--- src/verilog/panel_drv_pkg.sv ---
// panel driver control package: register offsets, field positions, resets
// assumes an 8-bit register port addressed by special-register offset
package panel_drv_pkg;
    localparam int ADDR_W = 8;
    localparam logic [7:0] PANEL_CONTROL_OFS = 8'hB1;
    localparam logic [7:0] PANEL_CLOCK_MODE_CONTROL_OFS = 8'hB2;
    localparam logic [7:0] SEGMENT_PIN_SELECT_OFS = 8'hB3;
    // panel_control fields
    localparam int DRIVER_ENABLE_BIT = 7;
    localparam int DUTY_SELECT_BIT = 6;
    localparam int BIAS_LSB = 0;
    // panel_clock_mode_control fields
    localparam int CLOCK_SOURCE_BIT = 7;
    localparam int DIVIDER_LSB = 5;
    localparam int MATRIX_MODE_BIT = 4;
    localparam int COMMON_POLARITY_BIT = 3;
    localparam int DEAD_TIME_BIT = 2;
    // reset values; writable masks keep unused bits at zero
    localparam logic [7:0] PANEL_CONTROL_RST = 8'h44;
    localparam logic [7:0] PANEL_CONTROL_MASK = 8'hC7;
    localparam logic [7:0] CLOCK_MODE_RST = 8'h00;
    localparam logic [7:0] CLOCK_MODE_MASK = 8'hFC;
    localparam logic [7:0] SEGMENT_PIN_RST = 8'h00;
    // divider counts per code 00..11
    localparam logic [7:0] DIV_256_MAX = 8'hFF;
    localparam logic [7:0] DIV_128_MAX = 8'h7F;
    localparam logic [7:0] DIV_64_MAX = 8'h3F;
    localparam logic [7:0] DIV_32_MAX = 8'h1F;
    // dead time in driver ticks, blanking between commons
    localparam logic [1:0] DEAD_TICKS = 2'h1;
endpackage

--- src/verilog/panel_clk_div.sv ---
// panel driver clock divider: sync of slow clocks, selection and prescale
// assumes slow clocks far below i_clk; they are sampled as levels
`timescale 1ns/1ps
module panel_clk_div
    import panel_drv_pkg::*;
(
    // clock and reset
    input wire logic i_clk,
    input wire logic i_rst_n,
    // slow clocks and control
    input wire logic i_slow_rc_oscillator,
    input wire logic i_slow_crystal_oscillator,
    input wire logic i_source,
    input wire logic [1:0] i_divider,
    input wire logic i_run,
    // one pulse per divided driver clock period
    output logic o_tick
);
    logic [1:0] rc_sync_q, rc_sync_d, xt_sync_q, xt_sync_d;
    logic prev_q, prev_d;
    logic [7:0] cnt_q, cnt_d;
    logic tick_q, tick_d;
    logic sel, rise;
    logic [7:0] top;

    always_comb begin
        rc_sync_d = {rc_sync_q[0], i_slow_rc_oscillator};
        xt_sync_d = {xt_sync_q[0], i_slow_crystal_oscillator};
        sel = i_source ? xt_sync_q[1] : rc_sync_q[1];
        rise = sel & ~prev_q;
        prev_d = sel;
        unique case (i_divider)
            2'b00: top = DIV_256_MAX;
            2'b01: top = DIV_128_MAX;
            2'b10: top = DIV_64_MAX;
            2'b11: top = DIV_32_MAX;
        endcase
        cnt_d = cnt_q;
        tick_d = 1'b0;
        if (!i_run) begin
            cnt_d = 8'h00;
        end else if (rise) begin
            if (cnt_q >= top) begin
                cnt_d = 8'h00;
                tick_d = 1'b1;
            end else begin
                cnt_d = cnt_q + 8'h01;
            end
        end
    end

    always_ff @(posedge i_clk or negedge i_rst_n) begin
        if (!i_rst_n) begin
            rc_sync_q <= 2'h0;
            xt_sync_q <= 2'h0;
            prev_q <= 1'b0;
            cnt_q <= 8'h00;
            tick_q <= 1'b0;
        end else begin
            rc_sync_q <= rc_sync_d;
            xt_sync_q <= xt_sync_d;
            prev_q <= prev_d;
            cnt_q <= cnt_d;
            tick_q <= tick_d;
        end
    end

    assign o_tick = tick_q;

    a_tick_gated: assert property (@(posedge i_clk) disable iff (!i_rst_n)
        !i_run |=> !o_tick) else $error("tick while stopped");
    c_tick: cover property (@(posedge i_clk) disable iff (!i_rst_n) o_tick);
endmodule

--- src/verilog/panel_drv_ctrl.sv ---
// panel driver control registers and common/segment pin steering
// assumes an 8-bit register port, read data one cycle after the strobe
//
// The strobed register port was left to the implementer.
`timescale 1ns/1ps
module panel_drv_ctrl
    import panel_drv_pkg::*;
(
    // clock and reset
    input wire logic i_clk,
    input wire logic i_rst_n,
    // register port
    input wire logic [ADDR_W-1:0] i_addr,
    input wire logic [7:0] i_wdata,
    input wire logic i_wr,
    input wire logic i_rd,
    output logic [7:0] o_rdata,
    // slow clocks
    input wire logic i_slow_rc_oscillator,
    input wire logic i_slow_crystal_oscillator,
    // panel side
    output logic [3:0] o_common,
    output logic o_common_oe,
    output logic o_matrix_mode_select,
    output logic [2:0] o_bias_level_select,
    output logic o_frame_tick,
    // segment pin function, bit n = segment n+4 drives panel
    output logic [13:0] o_segment_pin_mode
);
    logic [7:0] ctl_q, ctl_d, ckm_q, ckm_d, pin_q, pin_d;
    logic [7:0] rdata_q, rdata_d;
    logic [1:0] com_q, com_d;
    logic [1:0] dead_q, dead_d;
    logic [3:0] common_q, common_d;
    logic tick;
    logic run, duty4, led, pol, dte;
    logic [3:0] active;

    function automatic logic hit(input logic [7:0] a, input logic [7:0] o);
        return a == o;
    endfunction

    // register file
    always_comb begin
        ctl_d = ctl_q;
        ckm_d = ckm_q;
        pin_d = pin_q;
        rdata_d = 8'h00;
        if (i_wr) begin
            if (hit(i_addr, PANEL_CONTROL_OFS))
                ctl_d = i_wdata & PANEL_CONTROL_MASK;
            if (hit(i_addr, PANEL_CLOCK_MODE_CONTROL_OFS))
                ckm_d = i_wdata & CLOCK_MODE_MASK;
            if (hit(i_addr, SEGMENT_PIN_SELECT_OFS))
                pin_d = i_wdata;
        end
        if (i_rd) begin
            if (hit(i_addr, PANEL_CONTROL_OFS))
                rdata_d = ctl_q;
            else if (hit(i_addr, PANEL_CLOCK_MODE_CONTROL_OFS))
                rdata_d = ckm_q;
            else if (hit(i_addr, SEGMENT_PIN_SELECT_OFS))
                rdata_d = pin_q;
        end
    end

    always_ff @(posedge i_clk or negedge i_rst_n) begin
        if (!i_rst_n) begin
            ctl_q <= PANEL_CONTROL_RST;
            ckm_q <= CLOCK_MODE_RST;
            pin_q <= SEGMENT_PIN_RST;
            rdata_q <= 8'h00;
        end else begin
            ctl_q <= ctl_d;
            ckm_q <= ckm_d;
            pin_q <= pin_d;
            rdata_q <= rdata_d;
        end
    end

    assign o_rdata = rdata_q;

    assign run = ctl_q[DRIVER_ENABLE_BIT];
    assign duty4 = ctl_q[DUTY_SELECT_BIT];
    assign led = ckm_q[MATRIX_MODE_BIT];
    assign pol = ckm_q[COMMON_POLARITY_BIT];
    assign dte = ckm_q[DEAD_TIME_BIT];
    assign o_matrix_mode_select = led;
    assign o_bias_level_select = ctl_q[BIAS_LSB+:3];

    panel_clk_div u_div (
        .i_clk(i_clk),
        .i_rst_n(i_rst_n),
        .i_slow_rc_oscillator(i_slow_rc_oscillator),
        .i_slow_crystal_oscillator(i_slow_crystal_oscillator),
        .i_source(ckm_q[CLOCK_SOURCE_BIT]),
        .i_divider(ckm_q[DIVIDER_LSB+:2]),
        .i_run(run),
        .o_tick(tick)
    );
    assign o_frame_tick = tick;

    // common scan: one common per tick, dead time blanks before the next
    always_comb begin
        com_d = com_q;
        dead_d = dead_q;
        if (!run) begin
            com_d = 2'h0;
            dead_d = 2'h0;
        end else if (tick) begin
            if (dead_q != 2'h0) begin
                dead_d = dead_q - 2'h1;
            end else begin
                com_d = (duty4 ? com_q == 2'h3 : com_q == 2'h2) ? 2'h0
                        : com_q + 2'h1;
                dead_d = (led && dte) ? DEAD_TICKS : 2'h0;
            end
        end
        // a pending blank is dropped at once when dead time is switched off
        if (!(led && dte)) begin
            dead_d = 2'h0;
        end
        active = (run && dead_q == 2'h0) ? (4'h1 << com_q) : 4'h0;
        if (led)
            common_d = pol ? active : ~active;
        else
            common_d = active;
    end

    always_ff @(posedge i_clk or negedge i_rst_n) begin
        if (!i_rst_n) begin
            com_q <= 2'h0;
            dead_q <= 2'h0;
            common_q <= 4'h0;
        end else begin
            com_q <= com_d;
            dead_q <= dead_d;
            common_q <= common_d;
        end
    end

    assign o_common = common_q;
    assign o_common_oe = run;

    // segment pin steering
    generate
        for (genvar g = 0; g < 6; g++) begin : g_single
            assign o_segment_pin_mode[8+g] = pin_q[2+g];
        end
    endgenerate
    // pin bit 1 selects segments 8 to 11 together when set
    assign o_segment_pin_mode[7:4] = {4{pin_q[1]}};
    assign o_segment_pin_mode[3:0] = {4{pin_q[0]}};

    a_seg_group: assert property (@(posedge i_clk) disable iff (!i_rst_n)
        i_wr && hit(i_addr, SEGMENT_PIN_SELECT_OFS) |=>
        o_segment_pin_mode == {$past(i_wdata[7:2]),
            {4{$past(i_wdata[1])}}, {4{$past(i_wdata[0])}}})
        else $error("segment mode mismatch");
    a_readback: assert property (@(posedge i_clk) disable iff (!i_rst_n)
        i_rd && hit(i_addr, SEGMENT_PIN_SELECT_OFS) && !i_wr |=>
        o_rdata == $past(pin_q)) else $error("readback wrong");
    a_off_idle: assert property (@(posedge i_clk) disable iff (!i_rst_n)
        !run ##1 !run |->
        o_common == (($past(led) && !$past(pol)) ? 4'hF : 4'h0))
        else $error("commons active while off");
    a_mode_out: assert property (@(posedge i_clk) disable iff (!i_rst_n)
        i_wr && hit(i_addr, PANEL_CLOCK_MODE_CONTROL_OFS) |=>
        o_matrix_mode_select == $past(i_wdata[MATRIX_MODE_BIT]))
        else $error("mode output wrong");
    a_no_dead: assert property (@(posedge i_clk) disable iff (!i_rst_n)
        !dte |-> dead_q == 2'h0 || $past(dte))
        else $error("dead time without enable");
    a_duty3: assert property (@(posedge i_clk) disable iff (!i_rst_n)
        run && !duty4 && com_q == 2'h2 && tick && dead_q == 2'h0 |=>
        com_q == 2'h0) else $error("1/3 duty wrap");
    a_led_low: assert property (@(posedge i_clk) disable iff (!i_rst_n)
        led && !pol && run && dead_q == 2'h0 ##1 $stable(ckm_q) |->
        $countones(o_common) == 3) else $error("active low common");
    a_src_sel: assert property (@(posedge i_clk) disable iff (!i_rst_n)
        i_wr && hit(i_addr, PANEL_CLOCK_MODE_CONTROL_OFS) |=>
        ckm_q[CLOCK_SOURCE_BIT] == $past(i_wdata[7]))
        else $error("source bit lost");
    a_div_code: assert property (@(posedge i_clk) disable iff (!i_rst_n)
        i_wr && hit(i_addr, PANEL_CLOCK_MODE_CONTROL_OFS) |=>
        ckm_q[DIVIDER_LSB+:2] == $past(i_wdata[6:5]))
        else $error("divider code lost");
    a_seg_hold: assert property (@(posedge i_clk) disable iff (!i_rst_n)
        !i_wr |=> $stable(o_segment_pin_mode))
        else $error("segment mode drift");
    // control readback, enable and the remaining common scan behaviour
    a_ctl_read: assert property (@(posedge i_clk) disable iff (!i_rst_n)
        i_rd && hit(i_addr, PANEL_CONTROL_OFS) |=>
        o_rdata == $past(ctl_q))
        else $error("control readback wrong");
    a_ckm_read: assert property (@(posedge i_clk) disable iff (!i_rst_n)
        i_rd && hit(i_addr, PANEL_CLOCK_MODE_CONTROL_OFS) |=>
        o_rdata == $past(ckm_q))
        else $error("clock mode readback wrong");
    a_ctl_write: assert property (@(posedge i_clk) disable iff (!i_rst_n)
        i_wr && hit(i_addr, PANEL_CONTROL_OFS) |=>
        o_common_oe == $past(i_wdata[DRIVER_ENABLE_BIT]))
        else $error("enable bit lost");
    a_duty4: assert property (@(posedge i_clk) disable iff (!i_rst_n)
        run && duty4 && com_q == 2'h3 && tick && dead_q == 2'h0 |=>
        com_q == 2'h0) else $error("1/4 duty wrap");
    a_one_common: assert property (@(posedge i_clk) disable iff (!i_rst_n)
        run && dead_q == 2'h0 && (!led || pol) |=>
        $countones(o_common) == 1) else $error("not one common");
    a_dead_blank: assert property (@(posedge i_clk) disable iff (!i_rst_n)
        led && run && dead_q != 2'h0 |=>
        o_common == ($past(pol) ? 4'h0 : 4'hF))
        else $error("common lit in dead time");

    c_led_dead: cover property (@(posedge i_clk) disable iff (!i_rst_n)
        led && dte && dead_q != 2'h0);
    c_duty4: cover property (@(posedge i_clk) disable iff (!i_rst_n)
        run && duty4 && com_q == 2'h3);
    c_lcd_run: cover property (@(posedge i_clk) disable iff (!i_rst_n)
        run && !led && tick);
    c_duty3_wrap: cover property (@(posedge i_clk) disable iff (!i_rst_n)
        run && !duty4 && com_q == 2'h2 && tick);
endmodule

--- config.mk ---
export PLATFORM = sky130hd
export DESIGN_NAME = panel_drv_ctrl
export DESIGN_NICKNAME = d
export VERILOG_FILES = /design/src/verilog/panel_drv_pkg.sv /design/src/verilog/panel_clk_div.sv /design/src/verilog/panel_drv_ctrl.sv
export SDC_FILE = /design/constraint.sdc
export NUM_CORES = 1
export LEC_CHECK = 0
export ABC_AREA = 0
export BUFFER_PORTS_ARGS = -buffer_cell sky130_fd_sc_hd__buf_2
export CAP_MARGIN = 20
export CORE_AREA = 3 3 82 68
export CTS_CLUSTER_SIZE = 8
export DETAILED_ROUTE_END_ITERATION = 8
export DIE_AREA = 0 0 85 71
export GPL_ROUTABILITY_DRIVEN = 0
export PLACE_DENSITY = 0.74
export SYNTH_ARGS = -nofsm -noshare
export SYNTH_HDL_FRONTEND = slang
export SYNTH_SLANG_ARGS = --single-unit
--- constraint.sdc ---
create_clock -name i_clk -period 1.8 [get_ports i_clk]
set_input_delay 0.09 -clock i_clk [delete_from_list [all_inputs] [get_ports i_clk]]
set_output_delay 0.09 -clock i_clk [all_outputs]
set_load 0.02 [all_outputs]
# Word-level counts from Yosys, hierarchy flattened
# Cells that the tools add are included.
dict set report classes {
  n_reduce_logical 9
  magnitude_cmp 1
  n_bitwise 3
  shifts 1
  mux 24
  eq_ne 12
  add_sub_neg 3
}
# op count
set ops {}
lappend ops {{$mux W8} 7}
lappend ops {{$pmux W8 S4} 1}
lappend ops {{$eq A8 B8 Y1 const B} 3}
lappend ops {{$mux W2} 8}
lappend ops {{$mux W4} 3}
lappend ops {{$add A8 B1 Y8 const B} 1}
lappend ops {{$eq A2 B2 Y1 const B} 4}
lappend ops {{$ge A8 B8 Y1} 1}
lappend ops {{$reduce_and A2 Y1} 4}
lappend ops {{$mux W1} 5}
lappend ops {{$logic_not A2 Y1} 2}
lappend ops {{$ne A2 B1 Y1 const B} 2}
lappend ops {{$not A4 Y4} 1}
lappend ops {{$shl A1 B2 Y4 const A} 1}
lappend ops {{$ne A3 B2 Y1 const B} 1}
lappend ops {{$add A2 B1 Y2 const B} 1}
lappend ops {{$eq A2 B1 Y1 const B} 1}
lappend ops {{$logic_and A1 B1 Y1} 2}
lappend ops {{$ne A2 B2 Y1 const B} 1}
lappend ops {{$reduce_bool A2 Y1} 1}
lappend ops {{$sub A2 B1 Y2 const B} 1}
lappend ops {{$and A1 B1 Y1} 1}
lappend ops {{$not A1 Y1} 1}
dict set report totals {
  out_inout_bits 32
  wordCells 65
  inputBits 22
  ff_bits 49
}

# Longest topological paths before layout
# Gate-level depths: netlist of the first run.
dict set report logic_depth {
  depth_word 6
  ltp_mapped 6
}

# Hierarchy
# Synthesis of the first run repeated with hierarchy kept, for this count alone.
dict set report hier_totals {
  cells_unflattened 211
  area_unflattened_um2 2462.4
}
# module cells_each area_each_um2 instances
set modules_own_cells {}
lappend modules_own_cells {panel_drv_ctrl 136 1671.6 1}
lappend modules_own_cells {panel_clk_div 75 790.8 1}

# Worst setup path before layout of the first run
# Ideal clock, no wire load.
dict set report synth_timing {
  path_kind {register to register}
  startpoint {reg ckm_q[5]}
  endpoint {reg u_div.cnt_q[5]}
  arrival_ps 1760
  stages_incl_launch_ff 6
  path_slack_ps -75
  n_path_buf 0
  required_ps 1684
  cell_sequence {dfrtp_1 or2_2 ha_1 a21oi_2 nand3_1 o311ai_0}
}
dict set report synth_via {
  elab_chain_len 6
}
# item line
set synth_rtl {}
lappend synth_rtl {{from (decl)} panel_drv_ctrl.sv:30} ;# logic [7:0] ctl_q, ctl_d, ckm_q, ckm_d, pin_q, pin_d;
lappend synth_rtl {{from (signal assigned)} panel_drv_ctrl.sv:75} ;# ckm_q <= ckm_d;
lappend synth_rtl {{$eq A2 B2 Y1, or another cell as far along} panel_clk_div.sv:32} ;# unique case (i_divider)
lappend synth_rtl {{$pmux W8 S4 *} panel_clk_div.sv:32}
lappend synth_rtl {{$ge A8 B8 Y1 *} panel_clk_div.sv:43} ;# if (cnt_q >= top) begin
lappend synth_rtl {{$mux W8 *} panel_clk_div.sv:43}
lappend synth_rtl {{$mux W8 *} panel_clk_div.sv:42} ;# end else if (rise) begin
lappend synth_rtl {{$mux W8 *} panel_clk_div.sv:40} ;# if (!i_run) begin
lappend synth_rtl {{to (signal assigned)} panel_clk_div.sv:63} ;# cnt_q <= cnt_d;
lappend synth_rtl {{to (decl)} panel_clk_div.sv:21} ;# logic [7:0] cnt_q, cnt_d;
# Every way passes the cells marked *; elsewhere a longest branch is shown, timed or not. The select of a mux whose other input is x is not followed.
# A chain may end at the register's enable or synchronous reset.

# Worst setup path after layout of the first run
dict set report layout_timing {
  startpoint {reg ckm_q[6]}
  endpoint {reg u_div.tick_q (netlist: u_div.o_tick)}
}
dict set report layout_via {
  elab_chain_len 6
}
# item line
set layout_rtl {}
lappend layout_rtl {{$eq A2 B2 Y1, or another cell as far along} panel_clk_div.sv:32}
lappend layout_rtl {{$pmux W8 S4 *} panel_clk_div.sv:32}
lappend layout_rtl {{$ge A8 B8 Y1 *} panel_clk_div.sv:43}
lappend layout_rtl {{$mux W1 *} panel_clk_div.sv:43}
lappend layout_rtl {{$mux W1 *} panel_clk_div.sv:42}
lappend layout_rtl {{$mux W1 *} panel_clk_div.sv:40}
lappend layout_rtl {{via u_div.tick_d} panel_clk_div.sv:22} ;# logic tick_q, tick_d;
lappend layout_rtl {{to (signal assigned)} panel_clk_div.sv:64} ;# tick_q <= tick_d;
lappend layout_rtl {{to (decl)} panel_clk_div.sv:22}
# The timed path passes the listed nets; every way through them passes the cells marked *. The select of a mux whose other input is x is not followed.

==> results of run 1 <==
[metal layers]
metal / up-vias / global-route usage / share of wire
li1: 805 / - / -
met1: 823 / 0.2398 / 0.48
met2: 35 / 0.2414 / 0.46
met3: 8 / 0.03958 / 0.044
met4: 0 / 0.05448 / 0.014
met5: - / 0 / 0
[sequential cells by signal (all words and copies together), names as in the netlist, 4 cells and up]
register     flops
u_div.cnt_q      8
ckm_q            6
ctl_q            5
pin_q            8
o_rdata          8
o_common         4
[kinds of logic (layout without fill, tap and decap cells)]
logic type,count (synthesis),count (layout),synth area share
AOI/OAI and AO/OA,23,23,0.07175
xor gates and xnor gates,5,5,0.01917
adders and majority gates,8,8,0.04381
buffers and inverters,21,78,0.04983
DFF,49,49,0.5378
muxes,28,28,0.1342
and+or+nand+nor,63,63,0.1435
[through the flow]
step | instance area [um2] | TNS, ps
after floorplan | 2297 | 0
after global placement | 2618 | 0
after detailed placement | 2618 | -340.0
after CTS | 2748 | 0
after global routing | 2803 | 0
final | 2803 | 0
[power breakdown]
| group | total (mW) | switching (mW) | internal, mW |
|---|---|---|---|
| clock | 0.632 | 0.358 | 0.274 |
| combinational | 0.211 | 0.121 | 0.0894 |
| sequential | 1.16 | 0.0224 | 1.13 |
| total | 2.00 | 0.502 | 1.50 |
[worst min-delay path by stage]
stage	startpoint	end	slack (ps)	depth (start not counted)
floorplan	i_rst_n	ckm_q[2]	-210	0
global placement	i_rst_n	o_common[1]	110	1
detailed placement	i_rst_n	o_common[1]	120	1
CTS	i_wdata[0]	ctl_q[0]	20	2
global route	i_wdata[3]	pin_q[3]	30	2
finish	i_wdata[0]	ctl_q[0]	30	2
[cells in the final DEF (no fill, tap or decap), drive strengths merged, types with 2 or more instances in the layout]
| master | count |
|---|---|
| nor3 | 2 |
| dlygate4sd3 | 3 |
| nor3b | 2 |
| ha | 8 |
| nand2 | 17 |
| dfstp | 2 |
| and3 | 3 |
| nand4 | 5 |
| clkbuf | 6 |
| a21oi | 3 |
| and2 | 2 |
| inv | 7 |
| a22oi | 3 |
| buf | 60 |
| mux2 | 21 |
| o21ai | 6 |
| dfrtp | 47 |
| nand3 | 11 |
| a31oi | 2 |
| o311ai | 4 |
| nand2b | 3 |
| mux2i | 7 |
| xor2 | 5 |
| nor2 | 12 |
| clkinvlp | 2 |
[final cells by class]
| cell class | count | area share |
|---|---|---|
| sequential | 49 | 0.4388 |
| multi-input combinational | 127 | 0.3643 |
| timing repair buffer | 63 | 0.1286 |
| tap | 62 | 0.02768 |
| clock buffer | 6 | 0.02589 |
| inverter | 7 | 0.009375 |
| clock inverter | 2 | 0.005357 |
[repair_timing]
item	in CTS	in global routing
hold buffers	3	0
hold endpoints to repair	23	0
gates resized for setup	4	8
endpoints found under the setup margin	4	3
buffers inserted	0	0
==> flow_metrics.tcl, run 1 <==
set metrics [dict create \
    post-route-drc-count 0 \
    port_buffers 53 \
    cp.required_ps 1990 \
    core_um2 4921 \
    synth_common_cells "dfrtp_1 (47), mux2_2 (21), nand2_1 (17), nor2_1 (12), nand3_1 (10)" \
    synth.top_cell.area_share 0.5148 \
    ys_ff_latch 49 \
    r2r_slack_ps 60 \
    slew_violations 0 \
    diodes 0 \
    firstDrtPassIters 4 \
    rsz0062_at_grt "false" \
    syn_avg_cell_area_um2 11.60 \
    clk_pin_slew_ps 90 \
    synth_edf_count 0 \
    hold_violations 0 \
    num_rows 23 \
    reg2reg_from "ckm_q[6]" \
    cts_buffer_depth 2 \
    tightest_slew_ps 563.7 \
    regArea_um2 1230 \
    max_stage_delay_ps 430 \
    pre_cts_ws_ps -122.0 \
    grt_pass1_wl_um 7886 \
    cp_max_fo 6 \
    syn_to_final_growth_pct 22.67 \
    grt_remaining_overflow 0 \
    slew_headroom 0.6242 \
    clk_latency_ps 300 \
    critPathCapture "u_div.o_tick" \
    path_class "reg2reg" \
    die_w_um 85 \
    antenna_found_initial 0 \
    synthArstFlopShare 1.000 \
    cp-start-kind "flip-flop" \
    worst-path-stages 7 \
    ys_top_cells_by_area "dfrtp_1 (51%), mux2_2 (10%), ha_1 (4.4%), mux2i_1 (3.1%), buf_4 (3.0%)" \
    period_minus_slack_ps 1739 \
    vias 1671 \
    peakVddDrop_mv 0.5697 \
    final_antenna_net_count 0 \
    drive_gt1_frac 0.4016 \
    syn_area_um2 2285 \
    die_area_um2 6035 \
    cts_tree "built" \
    grt_max_degree 28 \
    yosysSeqAreaShare 0.5378 \
    crit_family "flip-flops" \
    hp-class "in2reg" \
    grt_pass1_vias 1630 \
    rr_worst_depth 7 \
    slowest_stage "dfrtp_1" \
    worstReg2RegEnd "u_div.o_tick" \
    yosys.area.top_type "dfrtp_1" \
    synth_most_common_cell "dfrtp_1" \
    fin_util 0.5695 \
    multi_input_area_um2 1021 \
    wl_per_cell_um 14.43 \
    clock_skew_ps 2.615 \
    grt_use_total 0.1643 \
    die_y_um 71 \
    cp_num_buf_inv 1 \
    synth_cells 197 \
    worstSetupStartpoint "ckm_q[6]" \
    finalSetupViolCount 0 \
    drt_iter0_drc 63 \
    cap_viol_max_count 0 \
    cts_sinks 49 \
    fillers 412 \
    nets 283 \
    timing.hold.ws_ps 29.48 \
    dp_cells 305 \
    syn_nets 227 \
    vias_per_cell 5.288 \
    fmax_mhz 575.0 \
    finalPower_mw 1.998 \
    post-dp-hpwl_um 3341 \
    final_cells 316 \
    synth_ff_type "dfrtp_1" \
    yosys_warnings 0 \
    cts_root_buf "clkbuf_8" \
    io_pins 54 \
    powerDensity_nw_per_um2 713.0 \
    start_util 0.4643 \
    htreeDepth 2 \
    ys_types 38 \
    wirelength_um 4561 \
    cts_buffers 5 \
    worstSetupEndpointType "flip-flop" \
    worst_slack_ps 61.00 \
    crit_arrival_ps 1930 \
    period_share 0.9661 \
    worstPathCellList "and2_1 > ha_1 > a21o_1 > a21oi_4 > buf_4 > nand2_1 > and3_1" \
    p_leak_nw 1.393 \
    status "completed" \
]
(Power assumes the default switching activity.)
==> run 2: changes to the inputs <==
Settings changed: CORE_AREA 3 3 82 68 to 3 3 77 72, DIE_AREA 0 0 85 71 to 0 0 80 75.
==> flow_metrics.tcl, run 2 (same netlist as run 1, synthesis figures left out) <==
set metrics [dict create \
    status "completed" \
    final_antenna_net_count 0 \
    crit_family "compound AO/OA/AOI/OAI gates" \
    period_minus_slack_ps 1762 \
    cap_viol_max_count 0 \
    grt_pass1_vias 1595 \
    cts_buffer_depth 2 \
    clock_skew_ps 7.800 \
    slew_headroom 0.6712 \
    antenna_found_initial 0 \
    cts_sinks 49 \
    clk_latency_ps 310 \
    cts_root_buf "clkbuf_8" \
    pwr-share-comb 0.098 \
    htreeDepth 2 \
    core_um2 4805 \
    io_pins 54 \
    drive_gt1_frac 0.4147 \
    diodes 0 \
    clkPwrFrac 0.376 \
    cp_max_fo 5 \
    cp.required_ps 2010 \
    grt_remaining_overflow 0 \
    vias_per_cell 5.269 \
    layout_common_cells "buf_2 (53), dfrtp_1 (47), mux2_2 (21), nand2_1 (17), nor2_1 (12)" \
    p_leak_nw 1.427 \
    slowest_stage "dfrtp_1" \
    start_util 0.4755 \
    grt_use_total 0.1612 \
    wirelength_um 4976 \
    grt_pass1_wl_um 7376 \
    post-dp-hpwl_um 3472 \
    die_area_um2 6000 \
    drt_iter0_drc 89 \
    hold_violations 0 \
    fin_util 0.5982 \
    firstDrtPassIters 4 \
    cp-start-kind "flip-flop" \
    cts_buffers 5 \
    num_rows 24 \
    cp_num_buf_inv 0 \
    max_stage_delay_ps 450 \
    tightest_slew_ps 491.4 \
    path_class "reg2reg" \
    peakVddDrop_mv 0.8154 \
    die_y_um 75 \
    net-switching-power_mw 0.5186 \
    swShare 0.2362 \
    period_share 0.9788 \
    powerDensity_nw_per_um2 763.8 \
    finalSetupViolCount 0 \
    post-route-drc-count 0 \
    tns_ps 0 \
    fmax_mhz 567.6 \
    nets 287 \
    crit_arrival_ps 1980 \
    hp-class "in2reg" \
    die_w_um 80 \
    worstSetupEndpointType "flip-flop" \
    worstPathCellList "and2_1 > ha_4 > a21o_1 > a21oi_4 > nand3_4 > o311ai_4" \
    slew_violations 0 \
    vias 1702 \
    wl_per_cell_um 15.41 \
    port_buffers 53 \
    final_common_cell "buf_2" \
    syn_to_final_growth_pct 25.79 \
    p_int_mw 1.677 \
    clk_pin_slew_ps 90 \
    grt_max_degree 22 \
    fillers 406 \
    seqPwrFrac 0.526 \
    cts_tree "built" \
]
[run 2: cell count changes in the layout (fill, tap and decap cells not counted), sizes merged]
| cell | change |
|---|---|
| buf | +4 |
| bufinv | +1 |
| clkinvlp | -1 |
[run 2: worst paths after layout]
check	slack [ps]	depth (start not counted)	endpoint	startpoint
setup / recovery	40	6	u_div.cnt_q[2]	ckm_q[6]
hold / removal	20	2	ctl_q[0]	i_wdata[0]
setup reg to reg	40	6	u_div.cnt_q[2]	ckm_q[6]
hold reg to reg	360	0	u_div.xt_sync_q[1]	u_div.xt_sync_q[0]
max in group asynchronous	940	3	ctl_q[2]	i_rst_n
min in group asynchronous	210	2	pin_q[5]	i_rst_n
[run 2: per-stage QoR]
stage	setup slack (ps)	power, mW	instances	hold WS (ps)	instance area (um2)
after detailed placement	-83.78	1.376	310	15.69	2624
after CTS	29.39	2.198	321	19.84	2786
after global routing	-66.27	2.270	323	32.17	2874
final	38.23	2.195	323	24.52	2874
after floorplan	14.24	1.290	197	-205.6	2297
after global placement	23.55	1.371	310	11.78	2624
[run 2: repair_timing]
action                                  CTS  global route
resized for setup                         5             9
buffers inserted                          0             2
endpoints found under the hold margin    16             0
pin swaps                                 1             6
endpoints found under the setup margin    4             5
hold buffers                              3             0
[run 2: layout make-up]
| cell class | count | area (um2) | share of cell area |
|---|---|---|---|
| Tap cell | 65 | 81.33 | 0.02830 |
| Multi-Input combinational cell | 127 | 1040 | 0.3618 |
| Inverter | 7 | 26.28 | 0.009142 |
| Clock inverter | 2 | 37.54 | 0.01306 |
| Sequential cell | 49 | 1229 | 0.4275 |
| Clock buffer | 6 | 82.58 | 0.02873 |
| Timing Repair Buffer | 67 | 377.9 | 0.1315 |
[run 2: power groups by stage]
stage / Sequential (mW) / Combinational [mW] / Clock [mW]
6_report: 1.16 / 0.215 / 0.825
2_1_floorplan: 1.19 / 0.0975 / 0
4_1_cts: 1.15 / 0.207 / 0.836
3_5_place_dp: 1.18 / 0.199 / 0
3_3_place_gp: 1.17 / 0.196 / 0
5_1_grt: 1.16 / 0.236 / 0.873
[run 2: metal layers]
metal	GRT usage	wire (um)	vias up
li1	-	-	812
met1	0.2102	2045	827
met2	0.2629	2556	56
met3	0.04306	308	7
met4	0.05629	65	0
met5	0	0	-
